File: config.mk
export PLATFORM = sky130hd
export DESIGN_NAME = pll_input_and_loop_cfg_regs
export DESIGN_NICKNAME = d
export VERILOG_FILES = /design/src/design/pll_cfg_pkg.sv /design/src/design/cfg_slot_mem.sv /design/src/design/pll_input_and_loop_cfg_regs.sv
export VERILOG_INCLUDE_DIRS = /design/src /design/src/design
export SDC_FILE = /design/constraint.sdc
export NUM_CORES = 1
export LEC_CHECK = 0
export BUFFER_PORTS_ARGS = -buffer_cell sky130_fd_sc_hd__clkbuf_2
export CAP_MARGIN = 20
export CORE_ASPECT_RATIO = 0.6
export CORE_MARGIN = 10
export CORE_UTILIZATION = 55
export CTS_BUF_LIST = sky130_fd_sc_hd__clkbuf_16
export DETAILED_ROUTE_END_ITERATION = 10
export GPL_ROUTABILITY_DRIVEN = 0
export PLACE_DENSITY = 0.92
export SLEW_MARGIN = 25
export SYNTH_ARGS = -nofsm -noshare
export SYNTH_HDL_FRONTEND = slang
export SYNTH_SLANG_ARGS = --single-unit
File: constraint.sdc
create_clock -name pclk -period 3.5 [get_ports pclk]
set_clock_uncertainty 0.2 [all_clocks]
set_input_delay 0.35 -clock pclk [delete_from_list [all_inputs] [get_ports pclk]]
set_output_delay 0.35 -clock pclk [all_outputs]
set_load 0.1 [all_outputs]
File: src/design/pll_cfg_defs.svh
// Offsets, field positions, reset values and sizes of the loop cfg bank.
// Assumes inclusion by bare name from the design directory.
`ifndef PLL_CFG_DEFS_SVH
`define PLL_CFG_DEFS_SVH

// ****************************************************************
// Register indices (byte address is four times the index)
// ****************************************************************
`define IDX_FREQ_CONTROL_MODE 6'h04
`define IDX_INPUT_PIN_GATES 6'h05
`define IDX_OSC_SWING_SELECT 6'h06
`define IDX_OSC_LOAD_TRIM 6'h07
`define IDX_SLOT_ZERO 6'h08
`define IDX_SLOT_ONE 6'h09
`define IDX_SLOT_TWO 6'h0a
`define IDX_SLOT_THREE 6'h0b

// ****************************************************************
// Reset values
// ****************************************************************
`define RST_FREQ_CONTROL_MODE 8'h00
`define RST_INPUT_PIN_GATES 8'hff
`define RST_OSC_SWING_SELECT 8'h30
`define RST_OSC_LOAD_TRIM 8'h00
`define RST_SLOT 8'h00

// ****************************************************************
// Field positions
// ****************************************************************
`define POS_MODE_BIT 0
`define POS_GATE_LSB 0
`define POS_GATE_MSB 5
`define POS_SWING_LSB 4
`define POS_SWING_MSB 5
`define POS_ODIV_BIT 7
`define POS_PUMP_LSB 4
`define POS_PUMP_MSB 6
`define POS_RES_LSB 0
`define POS_RES_MSB 3

// ****************************************************************
// Sizes
// ****************************************************************
`define NUM_SLOTS 4
`define NUM_GIN 6
`define SLOT_ZERO_SEL 2'h0

`endif

File: src/design/pll_cfg_pkg.sv
// Types shared by the loop cfg bank files.
// Assumes nothing of its surroundings.
`default_nettype none

package pll_cfg_pkg;

  // Oscillator swing codes
  typedef enum logic [1:0] {
    SWING_LOW = 2'b00,
    SWING_MED = 2'b01,
    SWING_HIGH = 2'b10,
    SWING_EXT_CLK = 2'b11
  } osc_swing_t;

  // Index of a loop filter setting slot
  typedef logic [1:0] slot_idx_t;

  // One register byte
  typedef logic [7:0] cfg_byte_t;

endpackage

`default_nettype wire

File: src/design/cfg_slot_mem.sv
// Four-entry store for the loop filter setting slots.
// Assumes one writer; both read ports give registered data one edge later.
`default_nettype none
`include "pll_cfg_defs.svh"

module cfg_slot_mem
  import pll_cfg_pkg::*;
(
  // Clock and reset
  input wire logic pclk,
  input wire logic presetn,
  // Write port
  input wire logic wr_en,
  input wire pll_cfg_pkg::slot_idx_t wr_idx,
  input wire pll_cfg_pkg::cfg_byte_t wr_data,
  // Bus read port
  input wire pll_cfg_pkg::slot_idx_t rd_idx_a,
  output pll_cfg_pkg::cfg_byte_t rd_data_a_r,
  // Active slot read port
  input wire pll_cfg_pkg::slot_idx_t rd_idx_b,
  output pll_cfg_pkg::cfg_byte_t rd_data_b_r
);

  // Slot contents
  cfg_byte_t mem_r [`NUM_SLOTS];

  // ****************************************************************
  // Storage, each entry cleared at reset
  // ****************************************************************
  genvar g;
  generate
    for (g = 0; g < `NUM_SLOTS; g++) begin : g_entry
      // Entry write
      always_ff @(posedge pclk or negedge presetn) begin
        if (!presetn) begin
          mem_r[g] <= `RST_SLOT;
        end else if (wr_en && (wr_idx == slot_idx_t'(g))) begin
          mem_r[g] <= wr_data;
        end
      end
    end
  endgenerate

  // ****************************************************************
  // Registered read ports
  // ****************************************************************
  // Bus side read
  always_ff @(posedge pclk or negedge presetn) begin
    if (!presetn) begin
      rd_data_a_r <= `RST_SLOT;
    end else begin
      rd_data_a_r <= mem_r[rd_idx_a];
    end
  end

  // Active slot read feeding the loop controls
  always_ff @(posedge pclk or negedge presetn) begin
    if (!presetn) begin
      rd_data_b_r <= `RST_SLOT;
    end else begin
      rd_data_b_r <= mem_r[rd_idx_b];
    end
  end

endmodule

`default_nettype wire

File: src/design/pll_input_and_loop_cfg_regs.sv
// APB register bank for frequency mode, input gates, oscillator and the
// four loop filter slots of the first synthesizer loop.
// Assumes an APB master on pclk; general input pins are asynchronous.
//
// Functional notes
// - Mode bit zero: 0 all loops, 1 first
// - Six gate bits, default 1, 0 forces low
// - Swing code bits 5:4, reset 0x30
// - Eight-bit load trim code, default zero
// - Four slots: divider, pump, resistor, reset zero
// - Pins disabled in mode: use slot zero
// - Active slot divider bit picks divider setting
// - Resistor code drives loop resistance linearly
// - Pump code drives binary weighted current
`default_nettype none
`include "pll_cfg_defs.svh"

module pll_input_and_loop_cfg_regs (
  // Clock and reset
  input wire logic pclk,
  input wire logic presetn,
  // APB slave
  input wire logic psel,
  input wire logic penable,
  input wire logic pwrite,
  input wire logic [7:0] paddr,
  input wire logic [31:0] pwdata,
  input wire logic [3:0] pstrb,
  output logic [31:0] prdata,
  output logic pready,
  output logic pslverr,
  // General input pins, raw and gated
  input wire logic [5:0] general_input_pins,
  output logic [5:0] gated_input_pins,
  // Frequency control and gates
  output logic manual_freq_select_mode,
  output logic [5:0] input_pin_gate,
  // Oscillator controls
  output pll_cfg_pkg::osc_swing_t osc_swing_select,
  output logic osc_ext_clock_sel,
  output logic [7:0] osc_load_trim,
  // First synthesizer loop controls
  output pll_cfg_pkg::slot_idx_t active_slot,
  output logic out_divider_choice,
  output logic [2:0] pump_current_code,
  output logic [3:0] loop_resistor_code
);

  import pll_cfg_pkg::*;

  // ****************************************************************
  // Declarations
  // ****************************************************************
  // Register storage for the four plain locations
  cfg_byte_t mode_r;
  cfg_byte_t gates_r;
  cfg_byte_t swing_r;
  cfg_byte_t trim_r;
  // Bus handshake registers
  logic pready_r;
  logic pslverr_r;
  logic [31:0] prdata_r;
  // Word index from the byte address
  logic [5:0] idx;
  // Address maps to a register and is word aligned
  logic hit;
  // Address maps to one of the slots
  logic slot_hit;
  // Access phase is ending at this edge
  logic xfer_done;
  // Write to lane zero takes effect this edge
  logic wr_go;
  // Read data mux result for the addressed location
  logic [31:0] rd_mux;
  // Slot memory bus read data
  cfg_byte_t slot_rd_a;
  // Slot memory active slot data
  cfg_byte_t slot_rd_b;
  // Three-stage pin synchroniser and filtered level
  logic [5:0] gin_s1_r;
  logic [5:0] gin_s2_r;
  logic [5:0] gin_s3_r;
  logic [5:0] gin_filt_r;
  // Active slot chosen for the next edge
  slot_idx_t slot_nxt;
  slot_idx_t active_slot_r;
  // Registered gated pins and external clock flag
  logic [5:0] gated_r;
  logic ext_clk_r;

  // ****************************************************************
  // Address decode
  // ****************************************************************
  assign idx = paddr[7:2];
  assign xfer_done = psel && penable && pready_r;
  assign wr_go = xfer_done && pwrite && hit && pstrb[0];

  // Hit detection; misaligned or unknown addresses answer with error
  always_comb begin
    hit = 1'b0;
    slot_hit = 1'b0;
    if (paddr[1:0] != 2'b00) begin
      hit = 1'b0;
    end else if (idx == `IDX_FREQ_CONTROL_MODE) begin
      hit = 1'b1;
    end else if (idx == `IDX_INPUT_PIN_GATES) begin
      hit = 1'b1;
    end else if (idx == `IDX_OSC_SWING_SELECT) begin
      hit = 1'b1;
    end else if (idx == `IDX_OSC_LOAD_TRIM) begin
      hit = 1'b1;
    end else if (idx >= `IDX_SLOT_ZERO && idx <= `IDX_SLOT_THREE) begin
      hit = 1'b1;
      slot_hit = 1'b1;
    end
  end

  // Read mux: full byte back including reserved bits, upper bits zero
  always_comb begin
    rd_mux = 32'h0000_0000;
    if (!hit) begin
      rd_mux = 32'h0000_0000;
    end else if (idx == `IDX_FREQ_CONTROL_MODE) begin
      rd_mux = {24'h00_0000, mode_r};
    end else if (idx == `IDX_INPUT_PIN_GATES) begin
      rd_mux = {24'h00_0000, gates_r};
    end else if (idx == `IDX_OSC_SWING_SELECT) begin
      rd_mux = {24'h00_0000, swing_r};
    end else if (idx == `IDX_OSC_LOAD_TRIM) begin
      rd_mux = {24'h00_0000, trim_r};
    end else if (slot_hit) begin
      rd_mux = {24'h00_0000, slot_rd_a};
    end
  end

  // ****************************************************************
  // APB handshake
  // ****************************************************************
  // One wait state: slot memory reads are registered, so the data is
  // only settled in the first access cycle; pready follows one edge on.
  always_ff @(posedge pclk or negedge presetn) begin
    if (!presetn) begin
      pready_r <= 1'b0;
    end else if (psel && penable && !pready_r) begin
      pready_r <= 1'b1;
    end else begin
      pready_r <= 1'b0;
    end
  end

  // Error flag rides with pready for unmapped or misaligned addresses
  always_ff @(posedge pclk or negedge presetn) begin
    if (!presetn) begin
      pslverr_r <= 1'b0;
    end else if (psel && penable && !pready_r) begin
      pslverr_r <= !hit;
    end else begin
      pslverr_r <= 1'b0;
    end
  end

  // Read data captured as pready rises; zero outside read answers
  always_ff @(posedge pclk or negedge presetn) begin
    if (!presetn) begin
      prdata_r <= 32'h0000_0000;
    end else if (psel && penable && !pready_r && !pwrite) begin
      prdata_r <= rd_mux;
    end else begin
      prdata_r <= 32'h0000_0000;
    end
  end

  // ****************************************************************
  // Plain configuration registers
  // ****************************************************************
  // Mode location; reserved bits stored as written, host keeps them zero
  always_ff @(posedge pclk or negedge presetn) begin
    if (!presetn) begin
      mode_r <= `RST_FREQ_CONTROL_MODE;
    end else if (wr_go && idx == `IDX_FREQ_CONTROL_MODE) begin
      mode_r <= pwdata[7:0];
    end
  end

  // Gate location; reserved top bits are the host's to keep at one
  always_ff @(posedge pclk or negedge presetn) begin
    if (!presetn) begin
      gates_r <= `RST_INPUT_PIN_GATES;
    end else if (wr_go && idx == `IDX_INPUT_PIN_GATES) begin
      gates_r <= pwdata[7:0];
    end
  end

  // Swing location; reserved bits are the host's to keep at zero
  always_ff @(posedge pclk or negedge presetn) begin
    if (!presetn) begin
      swing_r <= `RST_OSC_SWING_SELECT;
    end else if (wr_go && idx == `IDX_OSC_SWING_SELECT) begin
      swing_r <= pwdata[7:0];
    end
  end

  // Load trim; no interlock with the swing code, the host zeroes it
  // itself when it picks the external clock, so order of writes is free
  always_ff @(posedge pclk or negedge presetn) begin
    if (!presetn) begin
      trim_r <= `RST_OSC_LOAD_TRIM;
    end else if (wr_go && idx == `IDX_OSC_LOAD_TRIM) begin
      trim_r <= pwdata[7:0];
    end
  end

  // ****************************************************************
  // Loop filter slot store
  // ****************************************************************
  // Slot writes and both reads go through the small memory
  cfg_slot_mem u_slots (
    .pclk(pclk),
    .presetn(presetn),
    .wr_en(wr_go && slot_hit),
    .wr_idx(idx[1:0]),
    .wr_data(pwdata[7:0]),
    .rd_idx_a(idx[1:0]),
    .rd_data_a_r(slot_rd_a),
    .rd_idx_b(slot_nxt),
    .rd_data_b_r(slot_rd_b)
  );

  // ****************************************************************
  // General input pin synchroniser
  // ****************************************************************
  // Three stages; only the second and third are compared
  always_ff @(posedge pclk or negedge presetn) begin
    if (!presetn) begin
      gin_s1_r <= 6'h00;
      gin_s2_r <= 6'h00;
      gin_s3_r <= 6'h00;
    end else begin
      gin_s1_r <= general_input_pins;
      gin_s2_r <= gin_s1_r;
      gin_s3_r <= gin_s2_r;
    end
  end

  // Filter: a pin change counts once stages two and three agree
  genvar b;
  generate
    for (b = 0; b < `NUM_GIN; b++) begin : g_filt
      // Per-pin filtered level
      always_ff @(posedge pclk or negedge presetn) begin
        if (!presetn) begin
          gin_filt_r[b] <= 1'b0;
        end else if (gin_s2_r[b] == gin_s3_r[b]) begin
          gin_filt_r[b] <= gin_s3_r[b];
        end
      end
    end
  endgenerate

  // Gating: a cleared gate disconnects the pin and holds it low
  always_ff @(posedge pclk or negedge presetn) begin
    if (!presetn) begin
      gated_r <= 6'h00;
    end else begin
      gated_r <= gin_filt_r & gates_r[`POS_GATE_MSB:`POS_GATE_LSB];
    end
  end

  // ****************************************************************
  // Active slot selection
  // ****************************************************************
  // In mode with all pins disconnected slot zero is forced; otherwise
  // the two lowest gated pins pick the slot
  always_comb begin
    slot_nxt = gated_r[1:0];
    if (mode_r[`POS_MODE_BIT] &&
        (gates_r[`POS_GATE_MSB:`POS_GATE_LSB] == 6'h00)) begin
      slot_nxt = `SLOT_ZERO_SEL;
    end
  end

  // Slot index registered in step with the memory's read data
  always_ff @(posedge pclk or negedge presetn) begin
    if (!presetn) begin
      active_slot_r <= `SLOT_ZERO_SEL;
    end else begin
      active_slot_r <= slot_nxt;
    end
  end

  // External clock flag follows the swing code
  always_ff @(posedge pclk or negedge presetn) begin
    if (!presetn) begin
      ext_clk_r <= 1'b1;
    end else begin
      ext_clk_r <= (swing_r[`POS_SWING_MSB:`POS_SWING_LSB] ==
                    SWING_EXT_CLK);
    end
  end

  // ****************************************************************
  // Outputs, each straight from a flip-flop
  // ****************************************************************
  // Bus answer
  assign prdata = prdata_r;
  assign pready = pready_r;
  assign pslverr = pslverr_r;
  // Pins and mode
  assign gated_input_pins = gated_r;
  assign manual_freq_select_mode = mode_r[`POS_MODE_BIT];
  assign input_pin_gate = gates_r[`POS_GATE_MSB:`POS_GATE_LSB];
  // Oscillator; the analog side turns codes into swing and capacitance
  assign osc_swing_select =
    osc_swing_t'(swing_r[`POS_SWING_MSB:`POS_SWING_LSB]);
  assign osc_ext_clock_sel = ext_clk_r;
  assign osc_load_trim = trim_r;
  // Loop controls from the active slot, one edge after the slot or its contents change
  assign active_slot = active_slot_r;
  assign out_divider_choice = slot_rd_b[`POS_ODIV_BIT];
  assign pump_current_code =
    slot_rd_b[`POS_PUMP_MSB:`POS_PUMP_LSB];
  assign loop_resistor_code =
    slot_rd_b[`POS_RES_MSB:`POS_RES_LSB];

endmodule

`default_nettype wire

==> run metrics <==
status=completed; TritonCTS clock tree=yes; Worst-Margin Slew=a little over 900 ps; Crit Path Max Fanout=12; vias per cell=around 5.9; #FFs+latches synth=between 100 and 150; Top delay family on crit path=simple AND/OR/NAND/NOR gates; critical path type=primary input to flop; Comb pwr share=under 10%; Chip Height=96.9 µm; FF-to-FF path depth=4; nets@finish=roughly 520; largest net degree at the start of global routing=54; Post-CTS Setup Repair Bufs=0; vias post-DR=3583; cell count along the critical path=5; WP data required=between 3000 and 4000 ps; non-filler cells, final=approximately 600; commonest non-fill, non-tap cell in the layout=dfrtp_1; maximum VDD drop=just over 400 µV; Setup crit end kind=flop; Post-synth EDFFs=0; CP Data Arrival Time=around 2600 ps; final hold violations=0; internal power=about 2500 µW; clock root buffer=clkbuf_16; Setup violations, final=0; TritonRoute pass-1 iters=5; CP max-delay cell=nor4_4; drt wl/cell=22.1 µm; commonest register cell after synthesis=dfrtp_1; ANT cells=0; Seq pwr share=around 43%; RSZ-0062 raised after global routing=false; Slew Viols, Final=0; vias in the first global route=between 3000 and 4000; Mapped Cells=between 300 and 400; IO Pins=~120; Switching Fraction=~25%; Placed Area=between 5000 and 6000 µm²; Inserted Clock Buffers=17; Pwr Density=531 nW/µm²; slowest stage delay, CP=670 ps; # clock sinks=around 120; min cycle time layout=2450 ps; Startpoint Class=primary input; unique cell type count in the Yosys netlist=45; CP bufs+invs=1; period utilization=a little over two thirds; Synth-to-Final Area Change=17.8%; Syn Area/Cell=roughly 14 µm²; switching power=approximately 860 µW; Routed Antenna Nets=0; final instance area=around 6400 µm²; Max transition margin=a little under two fifths; placed cells=around 570; gr usage total=a little under a fifth; Clock Tree Buf Depth=2; total of max-cap violations=0; WHS Path Cells=3; Initial DRC Count=about 260; DRT Wirelength=about 14 mm; highest-count cells in the layout ignoring fill and taps=dfrtp_1 (112), clkbuf_2 (70), mux2_2 (55); CTS resizes=0; Post-route DRC=0; Initial Util=a little under 60%; Hold Path Class=primary input to flop; die area=approximately 14000 µm²; Overflow after GRT=0; fraction of layout cells with a size suffix above 1=a little over two fifths; FP Rows=27; core footprint=about 9400 µm²; first-pass GRT wire length=around 21 mm; fmax=408 MHz; Final TNS setup=0 ps; initial antenna violation count=0; sequential share of the synthesized area=roughly 57%; power share of the clock group=50.1%; worst-path cell chain=clkbuf_2, nor4_4, nand4_1, or3_1, mux2_2; die width=between 100 and 150 µm; Warnings, synthesis=0; number of buffers added on ports=just over 70; worst skew pair latency=around 420 ps; Reg clk slew, reported paths=roughly 60 ps; DP HPWL=~9 mm; Synth async-reset ratio=100%; leakage=between 0.003 and 0.004 µW; CTS HTree Levels=4; Netlist Area Pre-Place=~5400 µm²
==> registers in the layout, indices dropped and copies added, names as in the netlist, 6 cells and up <==
name,count
u_slots.mem_r,32
gates_r,8
mode_r,8
osc_load_trim,8
prdata,8
swing_r,8
u_slots.rd_data_a_r,8
u_slots.rd_data_b_r,8
gated_input_pins,6
gin_filt_r,6
gin_s1_r,6
gin_s2_r,6
gin_s3_r,6
==> worst min-delay path, cell delays in order <==
cell and delay (ps):
clkbuf_2 90, nand3b_1 170, inv_1 60
==> cell families after synthesis <==
kind of cell	count (synthesis)	synth area share (%)
buffers and inverters	58	6.74
other	1	0.0692
adders and majority gates	6	1.11
and+or+nand+nor	84	10.5
AOI/OAI and AO/OA	42	5.68
muxes	80	18.7
DFF	123	57.1
xor gates and xnor gates	1	0.162
==> area by class of cell <==
cell class / instances / area (µm²)
fill: 690 / 3010
clock buffer: 17 / 425
clock inverter: 15 / 151
tap: 130 / 163
multi-input combinational: 237 / 2050
sequential: 123 / 3090
inverter: 7 / 26.3
timing repair buffer: 83 / 478
==> Yosys cell counts, types with 2 or more instances <==
library cell  instances  share of area (%)
a31oi_1              14                1.6
or3_1                 3               0.35
mux2_2               55                 11
mux2i_1               8                1.5
nor2_8                2               0.74
mux2_4                8                2.2
clkbuf_1             10               0.69
and2_1                9                1.0
a21oi_1               4               0.37
buf_1                 2               0.14
o221ai_1              8                1.3
buf_2                 4               0.37
maj3_1                6                1.1
nand3_1               8               0.74
inv_1                 7               0.48
nor3b_1               8                1.1
buf_6                 3               0.62
dfstp_2              11                5.3
mux4_2                8                3.3
o221a_2               8                1.7
o21ai_0               8               0.74
buf_4                32                4.4
dfrtp_1             112                 52
nor2_1               10               0.69
nor2_2                2               0.23
nor2b_1              10                1.2
nand2_1              10               0.69
and3_1                8               0.92
==> routing by layer <==
| metal | GRT usage [%] | up-vias | part of all wire (%) |
|---|---|---|---|
| met5 | 0 | - | 0 |
| met4 | 6.40 | 0 | 2.3 |
| met3 | 8.63 | 37 | 9.4 |
| met2 | 29.5 | 169 | 49 |
| met1 | 22.2 | 1852 | 40 |
| li1 | - | 1525 | - |
==> final timing paths <==
path	start	slack, ps	end
worst max register to register	pready	1160	prdata[4]
min in group asynchronous	presetn	320	gin_s3_r[0]
worst min register to register	gin_s1_r[0]	150	gin_s2_r[0]
max in group asynchronous	presetn	1940	gates_r[1]
worst min-delay path	penable	100	pready
worst max-delay path	paddr[7]	1050	u_slots.mem_r[31]
==> power by group through the flow <==
| stage | clock network (µW) | logic (µW) | registers, µW |
|---|---|---|---|
| 6_report | 1700 | 238 | 1450 |
| 5_1_grt | 1780 | 251 | 1450 |
| 4_1_cts | 1720 | 237 | 1450 |
| 3_5_place_dp | 0 | 229 | 1480 |
| 3_3_place_gp | 0 | 223 | 1480 |
| 2_1_floorplan | 0 | 168 | 1490 |
==> metrics by stage <==
| stage | setup slack (ps) | utilization (%) | hold slack [ps] | power, µW |
|---|---|---|---|---|
| 6_report | 1050 | 68.0 | 95.0 | 3390 |
| 5_1_grt | 984 | 68.0 | 99.8 | 3480 |
| 4_1_cts | 1060 | 68.0 | 79.5 | 3410 |
| 3_5_place_dp | 641 | 61.1 | 136 | 1710 |
| 3_3_place_gp | 756 | 61.1 | 133 | 1700 |
| 2_1_floorplan | 834 | - | -146 | 1650 |
==> repair_timing <==
action | 4_1_cts | 5_1_grt
hold endpoints to repair | 54 | 0
hold buffers | 7 | 0
endpoints found under the setup margin | 0 | 0
(Power assumes the default switching activity.)
